<file path="src/include/ces_regs.vh">
// Register map, field positions and reset values of the charger event block
`ifndef CES_REGS_VH
`define CES_REGS_VH

// Register indices; byte address is four times the index
`define CES_IDX_STATUS      6'h19
`define CES_IDX_MASK        6'h21
`define CES_IDX_LEVEL       6'h22

// Status, mask and level bit positions
`define CES_BIT_VBAT_LOW    0
`define CES_BIT_VBAT_MID    1
`define CES_BIT_VBAT_HIGH   2
`define CES_BIT_FAST_RDY    9
`define CES_BIT_BEGUN       10
`define CES_BIT_FINAL       11
`define CES_BIT_TIMEOUT     12
`define CES_BIT_BATT_FAIL   13

// Bits that carry a charger event; the rest are reserved and read zero in status and level
`define CES_IMPL_BITS       16'h3e07

// Reset values
`define CES_RST_STATUS      16'h0000
`define CES_RST_MASK        16'hffff
`define CES_RST_FLAG        1'b0

// Cycles after reset before edge detection is trusted
`define CES_PRIME_CYCLES    2'h3

`endif

</file>
<file path="src/hdl/ces_top.v">
// Charger event status and mask registers with APB access and interrupt
//
// The APB register port was decided locally.
`timescale 1ns/10ps
//
// How it works
// - Safety timer expiry rising edge sets status bit 12.
// - Final charge stage rising edge sets status bit 11.
// - Charge start rising edge sets status bit 10.
// - Fast charge ready rising edge sets status bit 9.
// - Battery below 3.9 threshold rising edge sets status bit 2.
// - Battery below 3.1 threshold rising edge sets status bit 1.
// - Battery below 2.85 threshold rising edge sets a status flag.
// - Flags set only on low-to-high transitions of their source.
// - Reading the status register clears the flags it returned.
// - Mask register has sixteen bits aligned with the status bits.
// - A mask bit of one blocks its flag from the interrupt.
// - Mask register lives at index 21h, readable and writable.
// - Battery failure rising edge sets status bit 13.
`include "ces_regs.vh"

// One charger condition: two-flop synchroniser, edge detector, sticky flag
module ces_flag_cell #(
  parameter RST_FLAG = 1'b0
) (
  clk,
  rst_b,
  cond,
  primed,
  clr,
  flag_q,
  level_q
);

  input  wire clk;
  input  wire rst_b;
  input  wire cond;
  input  wire primed;
  input  wire clr;
  output reg  flag_q;
  output reg  level_q;

  reg  sync1_q;
  reg  hist_q;
  reg  flag_d;
  wire rise;

  // Only a low-to-high change counts; a steady high sets nothing more
  assign rise = level_q & ~hist_q & primed;

  // A new edge wins over a clear in the same cycle
  always @* begin
    flag_d = flag_q;
    if (clr) begin
      flag_d = 1'b0;
    end
    if (rise) begin
      flag_d = 1'b1;
    end
  end

  // The condition comes from the analog side, so two flops before any use
  always @(posedge clk) begin
    if (!rst_b) begin
      sync1_q <= 1'b0;
      level_q <= 1'b0;
      hist_q  <= 1'b0;
      flag_q  <= RST_FLAG;
    end else begin
      sync1_q <= cond;
      level_q <= sync1_q;
      hist_q  <= level_q;
      flag_q  <= flag_d;
    end
  end

endmodule

module ces_top #(
  parameter ADDR_W = 8
) (
  clk,
  rst_b,
  psel,
  penable,
  pwrite,
  paddr,
  pwdata,
  pstrb,
  prdata,
  pready,
  pslverr,
  chg_timeout_cond,
  chg_final_cond,
  chg_begun_cond,
  chg_fast_rdy_cond,
  vbat_lt_high_cond,
  vbat_lt_mid_cond,
  vbat_lt_low_cond,
  batt_fail_cond,
  charger_irq_out
);

  input  wire              clk;
  input  wire              rst_b;
  input  wire              psel;
  input  wire              penable;
  input  wire              pwrite;
  input  wire [ADDR_W-1:0] paddr;
  input  wire [31:0]       pwdata;
  input  wire [3:0]        pstrb;
  output wire [31:0]       prdata;
  output wire              pready;
  output wire              pslverr;
  input  wire              chg_timeout_cond;
  input  wire              chg_final_cond;
  input  wire              chg_begun_cond;
  input  wire              chg_fast_rdy_cond;
  input  wire              vbat_lt_high_cond;
  input  wire              vbat_lt_mid_cond;
  input  wire              vbat_lt_low_cond;
  input  wire              batt_fail_cond;
  output wire              charger_irq_out;

  reg  [1:0]  prime_q;
  reg  [15:0] mask_q;
  reg  [15:0] mask_d;
  reg  [31:0] prdata_q;
  reg  [31:0] rdata_d;
  reg         irq_q;
  reg         hit_d;
  reg  [15:0] wr_bits;

  wire [5:0]  word_idx;
  wire        setup_ph;
  wire        access_ph;
  wire        is_status;
  wire        is_mask;
  wire        is_level;
  wire        primed;
  wire [15:0] status_vec;
  wire [15:0] level_vec;
  wire [15:0] rd_clr;
  wire [15:0] wr_clr;
  wire [15:0] clr_vec;

  // Edge detection waits until the synchronisers hold real samples
  always @(posedge clk) begin
    if (!rst_b) begin
      prime_q <= 2'h0;
    end else if (prime_q != `CES_PRIME_CYCLES) begin
      prime_q <= prime_q + 2'h1;
    end
  end

  // A condition already high at reset release is not an edge
  assign primed = (prime_q == `CES_PRIME_CYCLES);

  // Reserved positions hold no flag and read zero
  assign status_vec[15:14] = 2'h0;
  assign status_vec[8:3]   = 6'h00;
  assign level_vec[15:14]  = 2'h0;
  assign level_vec[8:3]    = 6'h00;
  assign clr_vec           = rd_clr | wr_clr;

  // One cell per charger condition; the status bits are their flags

  // Safety timer expiry
  ces_flag_cell #(
    .RST_FLAG (`CES_RST_FLAG)
  ) i_ces_flag_cell_timeout (
    .clk     (clk),
    .rst_b   (rst_b),
    .cond    (chg_timeout_cond),
    .primed  (primed),
    .clr     (clr_vec[`CES_BIT_TIMEOUT]),
    .flag_q  (status_vec[`CES_BIT_TIMEOUT]),
    .level_q (level_vec[`CES_BIT_TIMEOUT])
  );

  // Final charge stage
  ces_flag_cell #(
    .RST_FLAG (`CES_RST_FLAG)
  ) i_ces_flag_cell_final (
    .clk     (clk),
    .rst_b   (rst_b),
    .cond    (chg_final_cond),
    .primed  (primed),
    .clr     (clr_vec[`CES_BIT_FINAL]),
    .flag_q  (status_vec[`CES_BIT_FINAL]),
    .level_q (level_vec[`CES_BIT_FINAL])
  );

  // Charge start
  ces_flag_cell #(
    .RST_FLAG (`CES_RST_FLAG)
  ) i_ces_flag_cell_begun (
    .clk     (clk),
    .rst_b   (rst_b),
    .cond    (chg_begun_cond),
    .primed  (primed),
    .clr     (clr_vec[`CES_BIT_BEGUN]),
    .flag_q  (status_vec[`CES_BIT_BEGUN]),
    .level_q (level_vec[`CES_BIT_BEGUN])
  );

  // Ready for fast charge
  ces_flag_cell #(
    .RST_FLAG (`CES_RST_FLAG)
  ) i_ces_flag_cell_fast_rdy (
    .clk     (clk),
    .rst_b   (rst_b),
    .cond    (chg_fast_rdy_cond),
    .primed  (primed),
    .clr     (clr_vec[`CES_BIT_FAST_RDY]),
    .flag_q  (status_vec[`CES_BIT_FAST_RDY]),
    .level_q (level_vec[`CES_BIT_FAST_RDY])
  );

  // Battery below the high threshold
  ces_flag_cell #(
    .RST_FLAG (`CES_RST_FLAG)
  ) i_ces_flag_cell_vbat_high (
    .clk     (clk),
    .rst_b   (rst_b),
    .cond    (vbat_lt_high_cond),
    .primed  (primed),
    .clr     (clr_vec[`CES_BIT_VBAT_HIGH]),
    .flag_q  (status_vec[`CES_BIT_VBAT_HIGH]),
    .level_q (level_vec[`CES_BIT_VBAT_HIGH])
  );

  // Battery below the middle threshold
  ces_flag_cell #(
    .RST_FLAG (`CES_RST_FLAG)
  ) i_ces_flag_cell_vbat_mid (
    .clk     (clk),
    .rst_b   (rst_b),
    .cond    (vbat_lt_mid_cond),
    .primed  (primed),
    .clr     (clr_vec[`CES_BIT_VBAT_MID]),
    .flag_q  (status_vec[`CES_BIT_VBAT_MID]),
    .level_q (level_vec[`CES_BIT_VBAT_MID])
  );

  // Battery below the low threshold
  ces_flag_cell #(
    .RST_FLAG (`CES_RST_FLAG)
  ) i_ces_flag_cell_vbat_low (
    .clk     (clk),
    .rst_b   (rst_b),
    .cond    (vbat_lt_low_cond),
    .primed  (primed),
    .clr     (clr_vec[`CES_BIT_VBAT_LOW]),
    .flag_q  (status_vec[`CES_BIT_VBAT_LOW]),
    .level_q (level_vec[`CES_BIT_VBAT_LOW])
  );

  // Battery failure
  ces_flag_cell #(
    .RST_FLAG (`CES_RST_FLAG)
  ) i_ces_flag_cell_batt_fail (
    .clk     (clk),
    .rst_b   (rst_b),
    .cond    (batt_fail_cond),
    .primed  (primed),
    .clr     (clr_vec[`CES_BIT_BATT_FAIL]),
    .flag_q  (status_vec[`CES_BIT_BATT_FAIL]),
    .level_q (level_vec[`CES_BIT_BATT_FAIL])
  );

  // APB decode; paddr[1:0] are ignored, each register is one word
  assign word_idx  = paddr[7:2];
  assign setup_ph  = psel & ~penable;
  assign access_ph = psel & penable;
  assign is_status = (word_idx == `CES_IDX_STATUS);
  assign is_mask   = (word_idx == `CES_IDX_MASK);
  assign is_level  = (word_idx == `CES_IDX_LEVEL);

  // Zero wait states: read data is captured in the setup cycle
  assign pready  = access_ph;
  assign pslverr = access_ph & ~hit_d;
  assign prdata  = prdata_q;

  // Unmapped addresses read zero and raise an error
  always @* begin
    hit_d   = is_status | is_mask | is_level;
    rdata_d = 32'h00000000;
    if (is_status) begin
      rdata_d = {16'h0000, status_vec};
    end else if (is_mask) begin
      rdata_d = {16'h0000, mask_q};
    end else if (is_level) begin
      rdata_d = {16'h0000, level_vec};
    end
  end

  // Byte lanes 0 and 1 hold the sixteen register bits
  always @* begin
    wr_bits = 16'h0000;
    if (pstrb[0]) begin
      wr_bits[7:0] = 8'hff;
    end
    if (pstrb[1]) begin
      wr_bits[15:8] = 8'hff;
    end
  end

  // Clear only what the host actually saw, so a later edge survives
  assign rd_clr = (access_ph & ~pwrite & is_status) ?
                  prdata_q[15:0] : 16'h0000;
  // Writing ones also clears, for drivers that acknowledge by write
  assign wr_clr = (access_ph & pwrite & is_status) ?
                  (pwdata[15:0] & wr_bits) : 16'h0000;

  // A mask bit of one keeps its flag away from the interrupt
  always @* begin
    mask_d = mask_q;
    if (access_ph & pwrite & is_mask) begin
      mask_d = (mask_q & ~wr_bits) | (pwdata[15:0] & wr_bits);
    end
  end

  // Bus-side registers; the flags themselves live in the cells
  always @(posedge clk) begin
    if (!rst_b) begin
      mask_q   <= `CES_RST_MASK;
      prdata_q <= 32'h00000000;
      irq_q    <= 1'b0;
    end else begin
      mask_q   <= mask_d;
      // Capture in setup so the clear sees exactly what was returned
      if (setup_ph & ~pwrite) begin
        prdata_q <= rdata_d;
      end
      // Registered so the interrupt pin never glitches on decode
      irq_q <= |(status_vec & ~mask_q);
    end
  end

  // Level output, high while any unmasked flag is set
  assign charger_irq_out = irq_q;

endmodule

</file>
<file path="config.mk">
export PLATFORM = sky130hd
export DESIGN_NAME = ces_top
export DESIGN_NICKNAME = d
export VERILOG_FILES = /design/src/hdl/ces_top.v
export VERILOG_INCLUDE_DIRS = /design/src /design/src/include
export SDC_FILE = /design/constraint.sdc
export NUM_CORES = 1
export LEC_CHECK = 0
export BUFFER_PORTS_ARGS = -buffer_cell sky130_fd_sc_hd__buf_2
export CAP_MARGIN = 40
export CORE_AREA = 2 2 79 81
export CTS_CLUSTER_DIAMETER = 150
export DETAILED_ROUTE_END_ITERATION = 10
export DIE_AREA = 0 0 81 83
export PLACE_DENSITY = 0.88
export SLEW_MARGIN = 30
export SYNTH_ARGS = -nofsm -noshare
export SYNTH_HDL_FRONTEND = slang
export SYNTH_SLANG_ARGS = --single-unit
export TNS_END_PERCENT = 20
</file>
<file path="constraint.sdc">
create_clock -name clk -period 3.03 [get_ports clk]
set_input_delay 0.4545 -clock clk [delete_from_list [all_inputs] [get_ports clk]]
set_output_delay 0.4545 -clock clk [all_outputs]
set_load 0.05 [all_outputs]
</file>
==> results.md, run 1 <==
* Initial DRT Pass Iterations at 5
* Syn-to-layout area delta at 16.40%
* Worst r2r dst: i_ces_flag_cell_timeout.flag_q
* Most frequent cell after synthesis: dfxtp_1
* Flop2flop setup slack at between 1.5 and 2 ns
* Vias at roughly 2,700
* Total congestion overflow at 0
* Die Footprint at approximately 6700 um2
* Synth Register Bits at 67
* WP depth at 6
* First-pass GRT wire length at 12,040 um
* Outcome: complete, no violations
* Slew Viols, Final at 0
* Initial core utilization at 0.5065
* CTS Buf Count at 9
* Type of the worst setup path: input pin to output port
* Final period util at 0.6974
* Design area at 3428 um2
* Final setup margin at 0.9167 ns
* Post-cts gate resize count at 0
* Worst setup SP type: input pin
* RR Startpoint: prime_q[0]
* Share of Yosys cell area claimed by the top area cell type at 0.4554
* Synth area leaders: dfxtp_1 46%, a31oi_1 6.8%, and2_1 5.7%
* Hold-fix buffers, CTS at 0
* CTS H-tree lvls at 3
* Slew HR at 0.5712
* Clock skew at about 0.0045 ns
* Leakage at 1.318 nW
* Register area share after synthesis at 0.4554
* Via density per instance at ~6
* FMAX at ~470 MHz
* Non-Filler Instances at 458
* Placed Cells at about 440
* Top FF cell, synth: dfxtp_1
* Die width at 81 um
* CTS tree: done
* Most frequent cells after synthesis: 67 x dfxtp_1, 32 x a31oi_1, 27 x and2_1, 27 x clkbuf_1, 24 x nor4_1
* Worst EP arrival at 1.66 ns
* Residual DRC at 0
* Area leader, netlist: dfxtp_1
* Synthesis Warnings at 0
* Filler instances at around 510
* Wl on met1 at 3052 um
* I/O pin count at 92
* DP Worst Slack at 0.9195 ns
* Worst-Skew Late Latency at 0.35 ns
* Asr flop ratio synth at 0
* CORE AREA at 5816 um2
* Reg area at around 1300 um2
* Synth Cell Area at 2945 um2
* WL met3 at 676 um
* # Max-Cap Violations at 0
* Crit path capture type: output port
* Worst VDD drop at 390.9 uV
* Crit Path Max Fanout at 23
* PortBufs at 55
* Final min period at between 2 and 2.5 ns
* Worst Path Required at between 2 and 3 ns
* HP Class: input pin to flip-flop
* Gate Count Post-Synth at between 300 and 400
* Most used cell, CP: buf_2
* Clock sink count at 67
* Root Driver: clkbuf_8
* Largest delay contributor family on the critical path: buffers and inverters
* Worst-margin pin slew at 0.6432 ns
* Netlist cell types at 34
* Metal2 WL at roughly 3500 um
* Top Metal Used: met4
* Die H at 83 um
* Row count at 28
* Hpwl dp at 4941 um
* Hold path cells at 2
* FF-to-FF path depth at 4
* CP Buf/Inv Count at 3
* DRT iter0 DRCs at 352
* Pin count of the biggest net entering global routing at 49
* Final setup violation count at 0
* Initial antenna violation count at 0
* PwrDens at 576.2 nW/um2
* Multi-input logic area at 1366 um2
* Post-detailed-route wirelength per cell at 16.29 um
* WL final at 7459 um
* Final net count at around 440
* Cell Chain, Critical Path: buf_2 > nor4b_4 > buf_4 > o21ai_1 > and3_1 > buf_2
* Layout cell share with drive strength beyond 1 at 0.2115
* Placed instance area at between 3000 and 4000 um2
* Total track usage at 0.2317
* Hold Fails Final Rpt at 0
* Setup TNS at 0 ns
* RSZ-0062 raised after global routing: false
* CTS Buffer Depth at 2
* Vias in the first global route at ~2,500
* Slowest cell on the critical path: buf_4
* Diode count at 0
* GPL Wtd Cong at about 0.85
* Minimum hold slack at around 0.30 ns
* Antenna Violating Nets Remaining at 0
* Hold Startpoint: vbat_lt_high_cond
* Hold EP: i_ces_flag_cell_vbat_high.sync1_q
* Post-CTS Setup Bufs at 0
* Clk slew on worst S/H paths at 0.07 ns
* Critical Path Max Stage Delay at 0.29 ns
* Post-synth EDFFs at 0
* Synth Area per Inst at roughly 8.8 um2
## how the worst max path moves through the flow
stage          startpoint      end
3_5_place_dp     paddr[4]  pslverr
2_1_floorplan     penable  pslverr
6_report         paddr[4]  pslverr
3_3_place_gp     paddr[4]  pslverr
4_1_cts          paddr[4]  pslverr
5_1_grt          paddr[4]  pslverr
## through the flow
stage,power [mW],util
final,1.975,0.5895
after global routing,2.044,0.5895
after CTS,1.978,0.5895
after detailed placement,1.151,0.5503
after global placement,1.143,0.5484
after floorplan,1.104,-
## cell usage in the layout (no fill, tap or decap)
cell,n
o21ai_0,8
o31ai_1,8
a31oi_1,32
xnor2_1,1
and4_1,10
nand2_1,17
clkbuf_1,1
a21boi_1,8
nor4_1,24
o22ai_1,4
clkinv_2,1
nor3b_2,1
clkbuf_8,11
and2_1,27
buf_6,1
or3b_1,1
conb_1,16
buf_2,55
nand3b_1,9
nor2b_2,1
nand2b_1,1
bufinv_16,2
and4bb_1,1
ha_1,1
nor2b_1,2
o21ai_1,17
inv_1,16
mux2i_1,1
o41a_1,1
dfxtp_1,67
buf_4,7
clkinvlp_4,1
nand4bb_1,1
nand3_1,16
and3_1,1
nor4b_4,1
or4b_1,1
nand4_1,10
## area by class of cell
| class | count | area share |
|---|---|---|
| clock inverter | 4 | 0.02117 |
| timing repair buffer | 63 | 0.09890 |
| inverter | 16 | 0.01752 |
| tap | 75 | 0.02737 |
| multi-input combinational | 221 | 0.3985 |
| sequential | 67 | 0.3912 |
| clock buffer | 12 | 0.04526 |
## cell families after synthesis
family | Yosys count | synth area share
buffers and inverters | 63 | 0.1037
xor gates and xnor gates | 1 | 0.002974
muxes | 1 | 0.003399
adders and majority gates | 1 | 0.004247
and+or+nand+nor | 124 | 0.2655
other | 1 | 0.001273
AOI/OAI and AO/OA | 78 | 0.1636
DFF | 67 | 0.4554
## power breakdown
part	internal, mW	switching (mW)	total [mW]
Sequential	0.907	0.0148	0.922
Combinational	0.0597	0.154	0.214
Clock	0.507	0.333	0.840
## routing by layer
layer,up-vias,global-route usage
li1,1279,-
met1,1272,0.3005
met2,170,0.3441
met3,23,0.05978
met4,0,0.1341
met5,-,0
Note: power is estimated with default switching activity, not from simulation.
==> run 2: changes to the inputs <==
==> constraint.sdc (replaced) <==
create_clock -name clk -period 2.2 [get_ports clk]
set_input_delay 0.33 -clock clk [delete_from_list [all_inputs] [get_ports clk]]
set_output_delay 0.33 -clock clk [all_outputs]
set_load 0.05 [all_outputs]
==> run 2 against run 1 <==
Largest cell class unchanged. Sequential share of layout area grew 0.52 points. Total power rose by 31%. Critical path type unchanged. First-iteration DRC count increased by 25%. Highest routed layer unchanged. Clock skew barely moved.
==> results.md, run 2 (synthesized netlist as in run 1, its figures left out) <==
* Critical Path Max Stage Delay at 0.68 ns (+0.39 ns)
* Filler instances at 523 (+1.8%)
* Worst VDD drop at 430.9 uV (+10%)
* Clk slew on worst S/H paths at 0.07 ns (about the same)
* Leakage at 1.298 nW (-1.5%)
* Setup TNS at 0 ns (unchanged)
* Initial core utilization at 0.5065 (unchanged)
* Final net count at 435 (-0.23%)
* Logic pwr share at 0.112 (+0.004)
* Slew Viols, Final at 0 (unchanged)
* CP Buf/Inv Count at 2 (-1)
* Vias at 2,666 (-2.8%)
* Syn-to-layout area delta at 14.87%
* Post-cts gate resize count at 0 (unchanged)
* Reg area at 1341 um2 (unchanged)
* Sw frac at 0.2620 (+0.007887)
* Total track usage at 0.2260 (-0.005743)
* FF-to-FF path depth at 4 (unchanged)
* CTS H-tree lvls at 3 (unchanged)
* Worst-margin pin slew at 0.8466 ns (+0.2034 ns)
* Hold Fails Final Rpt at 0 (unchanged)
* Worst EP arrival at 1.66 ns (about the same)
* Clock power share at 0.397 (-0.028)
* Via density per instance at 5.846 (-2.4%)
* Most used cell, CP: buf_2
* GPL Wtd Cong at 0.7775 (-8.5%)
* FMAX at slightly above 500 MHz
* Hold EP: i_ces_flag_cell_fast_rdy.sync1_q
* Hold path cells at 2 (unchanged)
* Layout cell share with drive strength beyond 1 at 0.2047 (-0.006764)
* Antenna Violating Nets Remaining at 0 (unchanged)
* Worst Path Required at 1.87 ns (-0.71 ns)
* Slew HR at 0.4345 (-0.1368)
* Largest delay contributor family on the critical path: simple AND/OR/NAND/NOR gates
* Die Footprint at 6723 um2 (unchanged)
* Clock sink count at 67 (unchanged)
* Type of the worst setup path: input pin to output port
* PortBufs at 55 (unchanged)
* P_sw at 0.6777 mW (+35%)
* CORE AREA at 5816 um2 (unchanged)
* Die width at 81 um (unchanged)
* Outcome: complete, no violations
* Post-detailed-route wirelength per cell at 15.77 um (-3.2%)
* Final Core Density at 0.5818 (-0.007745)
* Cell Chain, Critical Path: buf_2 > nor2b_1 > nand2_1 > and3_1 > buf_2
* First-pass GRT wire length at 11,710 um (-2.7%)
* Worst-Skew Late Latency at 0.35 ns (about the same)
* Die H at 83 um (unchanged)
* PwrDens at 764.4 nW/um2 (+33%)
* CTS Buf Count at 9 (unchanged)
* Initial antenna violation count at 0 (unchanged)
* Residual DRC at 0 (unchanged)
* RSZ-0062 raised after global routing: false
* Slowest cell on the critical path: nor2b_1
* Flop2flop setup slack at 0.98 ns (-0.82 ns)
* Final setup violation count at 0 (unchanged)
* Worst r2r dst: i_ces_flag_cell_timeout.flag_q
* Vias in the first global route at 2,452 (-1.9%)
* Clock skew at 0.004806 ns (+0.0002710 ns)
* Worst setup SP type: input pin
* I/O pin count at 92 (unchanged)
* DRT iter0 DRCs at 441 (+25%)
* Row count at 28 (unchanged)
* CTS Buffer Depth at 2 (unchanged)
* # Max-Cap Violations at 0 (unchanged)
* RR Startpoint: prime_q[0]
* HP Class: input pin to flip-flop
* Post-CTS Setup Bufs at 0 (unchanged)
* Most frequent cells in the layout: 67 x dfxtp_1, 55 x buf_2, 32 x a31oi_1
* Most common cell after layout, fill and taps aside: dfxtp_1
* Hold-fix buffers, CTS at 0 (unchanged)
* Pin count of the biggest net entering global routing at 37 (-24%)
* Final period util at 0.9026
* Hold Startpoint: chg_fast_rdy_cond
* WL final at 7190 um (-3.6%)
* CTS tree: done
* Crit path capture type: output port
* Pint at 1.908 mW (+30%)
* Reg power frac at 0.491 (+0.024)
* Total congestion overflow at 0 (unchanged)
* Initial DRT Pass Iterations at 5 (unchanged)
* Root Driver: clkbuf_8
* Hpwl dp at 4701 um (-4.9%)
* Diode count at 0 (unchanged)
* Crit Path Max Fanout at 9 (-61%)
* Multi-input logic area at 1366 um2 (unchanged)
* Final min period at 1.986 ns
-- run 2: changes by cell type in the layout (fill, tap and decap cells not counted) --
| cell | before | now |
|---|---|---|
| buf_6 | 1 | 0 |
| bufinv_16 | 2 | 1 |
| clkbuf_1 | 1 | 2 |
| clkinvlp_4 | 1 | 0 |
-- run 2: routing by layer --
metal / GRT usage / up-vias / wire length [um]
met1: 0.2937 / 1215 / 2948
met4: 0.1464 / 0 / 290
li1: - / 1274 / -
met2: 0.3231 / 148 / 3315
met5: 0 / - / 0
met3: 0.06413 / 29 / 636
-- run 2: stage by stage --
stage	setup WS, ns	total power [mW]	cell area, um2	std cells	hold WS, ns
3_5_place_dp	0.2773	1.582	3189	441	0.4186
3_3_place_gp	0.3096	1.575	3189	441	0.4137
5_1_grt	0.1951	2.668	3383	456	0.1856
4_1_cts	0.2858	2.593	3383	456	0.1688
2_1_floorplan	0.3096	1.521	3002	351	0.4057
6_report	0.2142	2.586	3383	456	0.1784
-- run 2: cell type report --
cell class	count	share of cell area
inverters	16	0.01775
multi-input cells	221	0.4038
clock inverters	2	0.01036
well taps	75	0.02774
flip-flops and latches	67	0.3965
repair buffers	62	0.09689
clock buffers	13	0.04697
-- run 2: power groups by stage --
stage	Combinational, mW	Sequential (mW)	Clock [mW]
2_1_floorplan	0.205	1.32	0
3_3_place_gp	0.282	1.29	0
3_5_place_dp	0.286	1.30	0
4_1_cts	0.288	1.27	1.04
5_1_grt	0.312	1.27	1.08
6_report	0.291	1.27	1.03
-- run 2: how the worst max path moves through the flow --
stage / from / end / slack (ns) / cells past startpoint
after detailed placement: paddr[4] / flip-flop / 0.28 / 4
after global placement: paddr[3] / pslverr / 0.31 / 5
after floorplan: penable / pslverr / 0.31 / 3
final: paddr[3] / pslverr / 0.21 / 5
after CTS: paddr[3] / pslverr / 0.29 / 5
after global routing: paddr[3] / pslverr / 0.20 / 5
-- run 2: worst register-to-register path, stage by stage, from the launching register on --
cell	delay, ns
dfxtp_1	0.35
ha_1	0.22
and2_1	0.33
nand3b_1	0.15
o31ai_1	0.08
==> run 3: changes to the inputs <==
--- a/config.mk
+++ b/config.mk
@@ -8,11 +8,13 @@
 export LEC_CHECK = 0
 export BUFFER_PORTS_ARGS = -buffer_cell sky130_fd_sc_hd__buf_2
 export CAP_MARGIN = 40
-export CORE_AREA = 2 2 79 81
+export CELL_PAD_IN_SITES_DETAIL_PLACEMENT = 2
+export CELL_PAD_IN_SITES_GLOBAL_PLACEMENT = 2
+export CORE_AREA = 2 2 104 106
 export CTS_CLUSTER_DIAMETER = 150
 export DETAILED_ROUTE_END_ITERATION = 10
-export DIE_AREA = 0 0 81 83
-export PLACE_DENSITY = 0.88
+export DIE_AREA = 0 0 106 108
+export PLACE_DENSITY = 0.87
 export SLEW_MARGIN = 30
 export SYNTH_ARGS = -nofsm -noshare
 export SYNTH_HDL_FRONTEND = slang
==> run 3 against run 2 <==
Sequential cell count unchanged. Largest power group is now clock. Highest routed layer unchanged. Total power increased by 11%. Combinational power increased by 5%.
==> results.md, run 3 (synthesized netlist as in run 1, its figures left out) <==
* Final setup violation count at 0 (unchanged)
* GPL Wtd Cong at 0.8214 (+5.6%)
* Total track usage at 0.1758 (-0.05021)
* CTS Buf Count at 9 (unchanged)
* # Max-Cap Violations at 0 (unchanged)
* Largest delay contributor family on the critical path: simple AND/OR/NAND/NOR gates
* Pin count of the biggest net entering global routing at 49 (+32%)
* Most common cell after layout, fill and taps aside: dfxtp_1
* Initial antenna violation count at 0 (unchanged)
* PwrDens at 808.3 nW/um2 (+5.7%)
* CTS tree: done
* Worst-margin pin slew at 0.6676 ns (-0.1789 ns)
* Clk slew on worst S/H paths at 0.08 ns (about the same)
* WL final at 9720 um (+35%)
* Total power at 2.862 mW (+11%)
* Worst VDD drop at 285.5 uV (-34%)
* HP Class: input pin to flip-flop
* Hold-fix buffers, CTS at 0 (unchanged)
* RSZ-0062 raised after global routing: false
* PortBufs at 55 (unchanged)
* Clock skew at 0.009331 ns (+0.004525 ns)
* Final min period at 1.644 ns (-0.3421 ns)
* Post-detailed-route wirelength per cell at 18.69 um (+19%)
* Initial DRT Pass Iterations at 4 (-1)
* Slew HR at 0.5549 (+0.1205)
* Root Driver: clkbuf_8
* FMAX at 608.4 MHz (+21%)
* I/O pin count at 92 (unchanged)
* Placed instance area at 3293 um2 (+3.3%)
* Worst setup SP type: input pin
* Crit path capture type: flip-flop
* Crit Path Max Fanout at 16 (+7)
* Die Footprint at 11,450 um2 (+70%)
* Post-cts gate resize count at 0 (unchanged)
* Vias in the first global route at 2,892 (+18%)
* Non-Filler Instances at 520 (+14%)
* Most frequent cells in the layout: 67 x dfxtp_1, 55 x buf_2, 32 x a31oi_1
* Vias at 2,702 (+1.4%)
* Design area at 3541 um2 (+4.7%)
* Row count at 37 (+32%)
* Leakage at 1.332 nW (+2.6%)
* Cell Chain, Critical Path: buf_2 > or4b_1 > buf_4 > nor4_1 > o21ai_1
* Diode count at 0 (unchanged)
* Final net count at 437 (+0.46%)
* Worst-Skew Late Latency at 0.36 ns (about the same)
* Hold Fails Final Rpt at 0 (unchanged)
* Initial core utilization at 0.2879 (-0.2186)
* CTS H-tree lvls at 3 (unchanged)
* Setup TNS at 0 ns (unchanged)
* Residual DRC at 0 (unchanged)
* DP Worst Slack at 0.4219 ns (+0.1446 ns)
* Slew Viols, Final at 0 (unchanged)
* CORE AREA at 10,230 um2 (+76%)
* Via density per instance at 5.196 (-11%)
* DRT iter0 DRCs at 217 (-51%)
* Clock sink count at 67 (unchanged)
* Die width at 106 um (+31%)
* First-pass GRT wire length at 15,510 um (+32%)
* Final period util at 0.7471 (-0.1555)
* Slowest cell on the critical path: or4b_1
* Total congestion overflow at 0 (unchanged)
* CP Buf/Inv Count at 2 (unchanged)
* Antenna Violating Nets Remaining at 0 (unchanged)
* Worst EP arrival at 1.85 ns (+0.19 ns)
* Critical Path Max Stage Delay at 0.52 ns (-0.16 ns)
* Worst Path Required at 2.41 ns (+0.54 ns)
* Outcome: complete, no violations
* Hpwl dp at 6464 um (+38%)
* Syn-to-layout area delta at 20.22%
* CTS Buffer Depth at 2 (unchanged)
* Type of the worst setup path: input pin to flip-flop
* Final setup margin at 0.5563 ns (+0.3421 ns)
* Placed Cells at 504 (+14%)
* Die H at 108 um (+30%)
* Filler instances at 1,129 (+120%)
* Layout cell share with drive strength beyond 1 at 0.2161 (+0.01142)
* Post-CTS Setup Bufs at 0 (unchanged)
==> run 3: report_power, final <==
group,switching (mW),total [mW],internal (mW)
combinational,0.222,0.307,0.0853
clock,0.524,1.29,0.762
sequential,0.0211,1.27,1.25
total,0.767,2.86,2.10
==> run 3: worst paths after layout <==
path | start | to | slack, ns | depth (start not counted)
max | paddr[4] | flip-flop | 0.56 | 5
min | vbat_lt_high_cond | i_ces_flag_cell_vbat_high.sync1_q | 0.17 | 2
max reg2reg | prime_q[0] | i_ces_flag_cell_vbat_mid.flag_q | 0.92 | 4
min reg2reg | i_ces_flag_cell_vbat_mid.sync1_q | i_ces_flag_cell_vbat_mid.level_q | 0.44 | 1
==> run 3: routing by layer <==
| metal | part of all wire | track usage | up-vias | wire [um] |
|---|---|---|---|---|
| met5 | 0 | 0 | - | 0 |
| met4 | 0.017 | 0.06297 | 0 | 162 |
| met3 | 0.045 | 0.02954 | 13 | 442 |
| li1 | - | - | 1276 | - |
| met1 | 0.43 | 0.2205 | 1334 | 4156 |
| met2 | 0.51 | 0.3055 | 79 | 4959 |
==> run 3: cell type report <==
type	instances	area [um2]	area share
clock buffers	9	123.9	0.03498
clock inverters	7	123.9	0.03498
inverters	16	60.06	0.01696
multi-input cells	221	1366	0.3859
flip-flops and latches	67	1341	0.3788
well taps	136	170.2	0.04806
repair buffers	64	355.3	0.1004
==> run 3: worst reg2reg max path: stages (launching register included) <==
cell and delay [ns]:
dfxtp_1 0.36, ha_1 0.23, and2_1 0.34, nand3b_1 0.12, o31ai_1 0.12
==> run 3: through the flow <==
stage               hold WS, ns    util
finish                   0.1696  0.3461
global placement         0.4151  0.3219
floorplan                0.4057       -
CTS                      0.1636  0.3461
detailed placement       0.4225  0.3219
global route             0.1771  0.3461
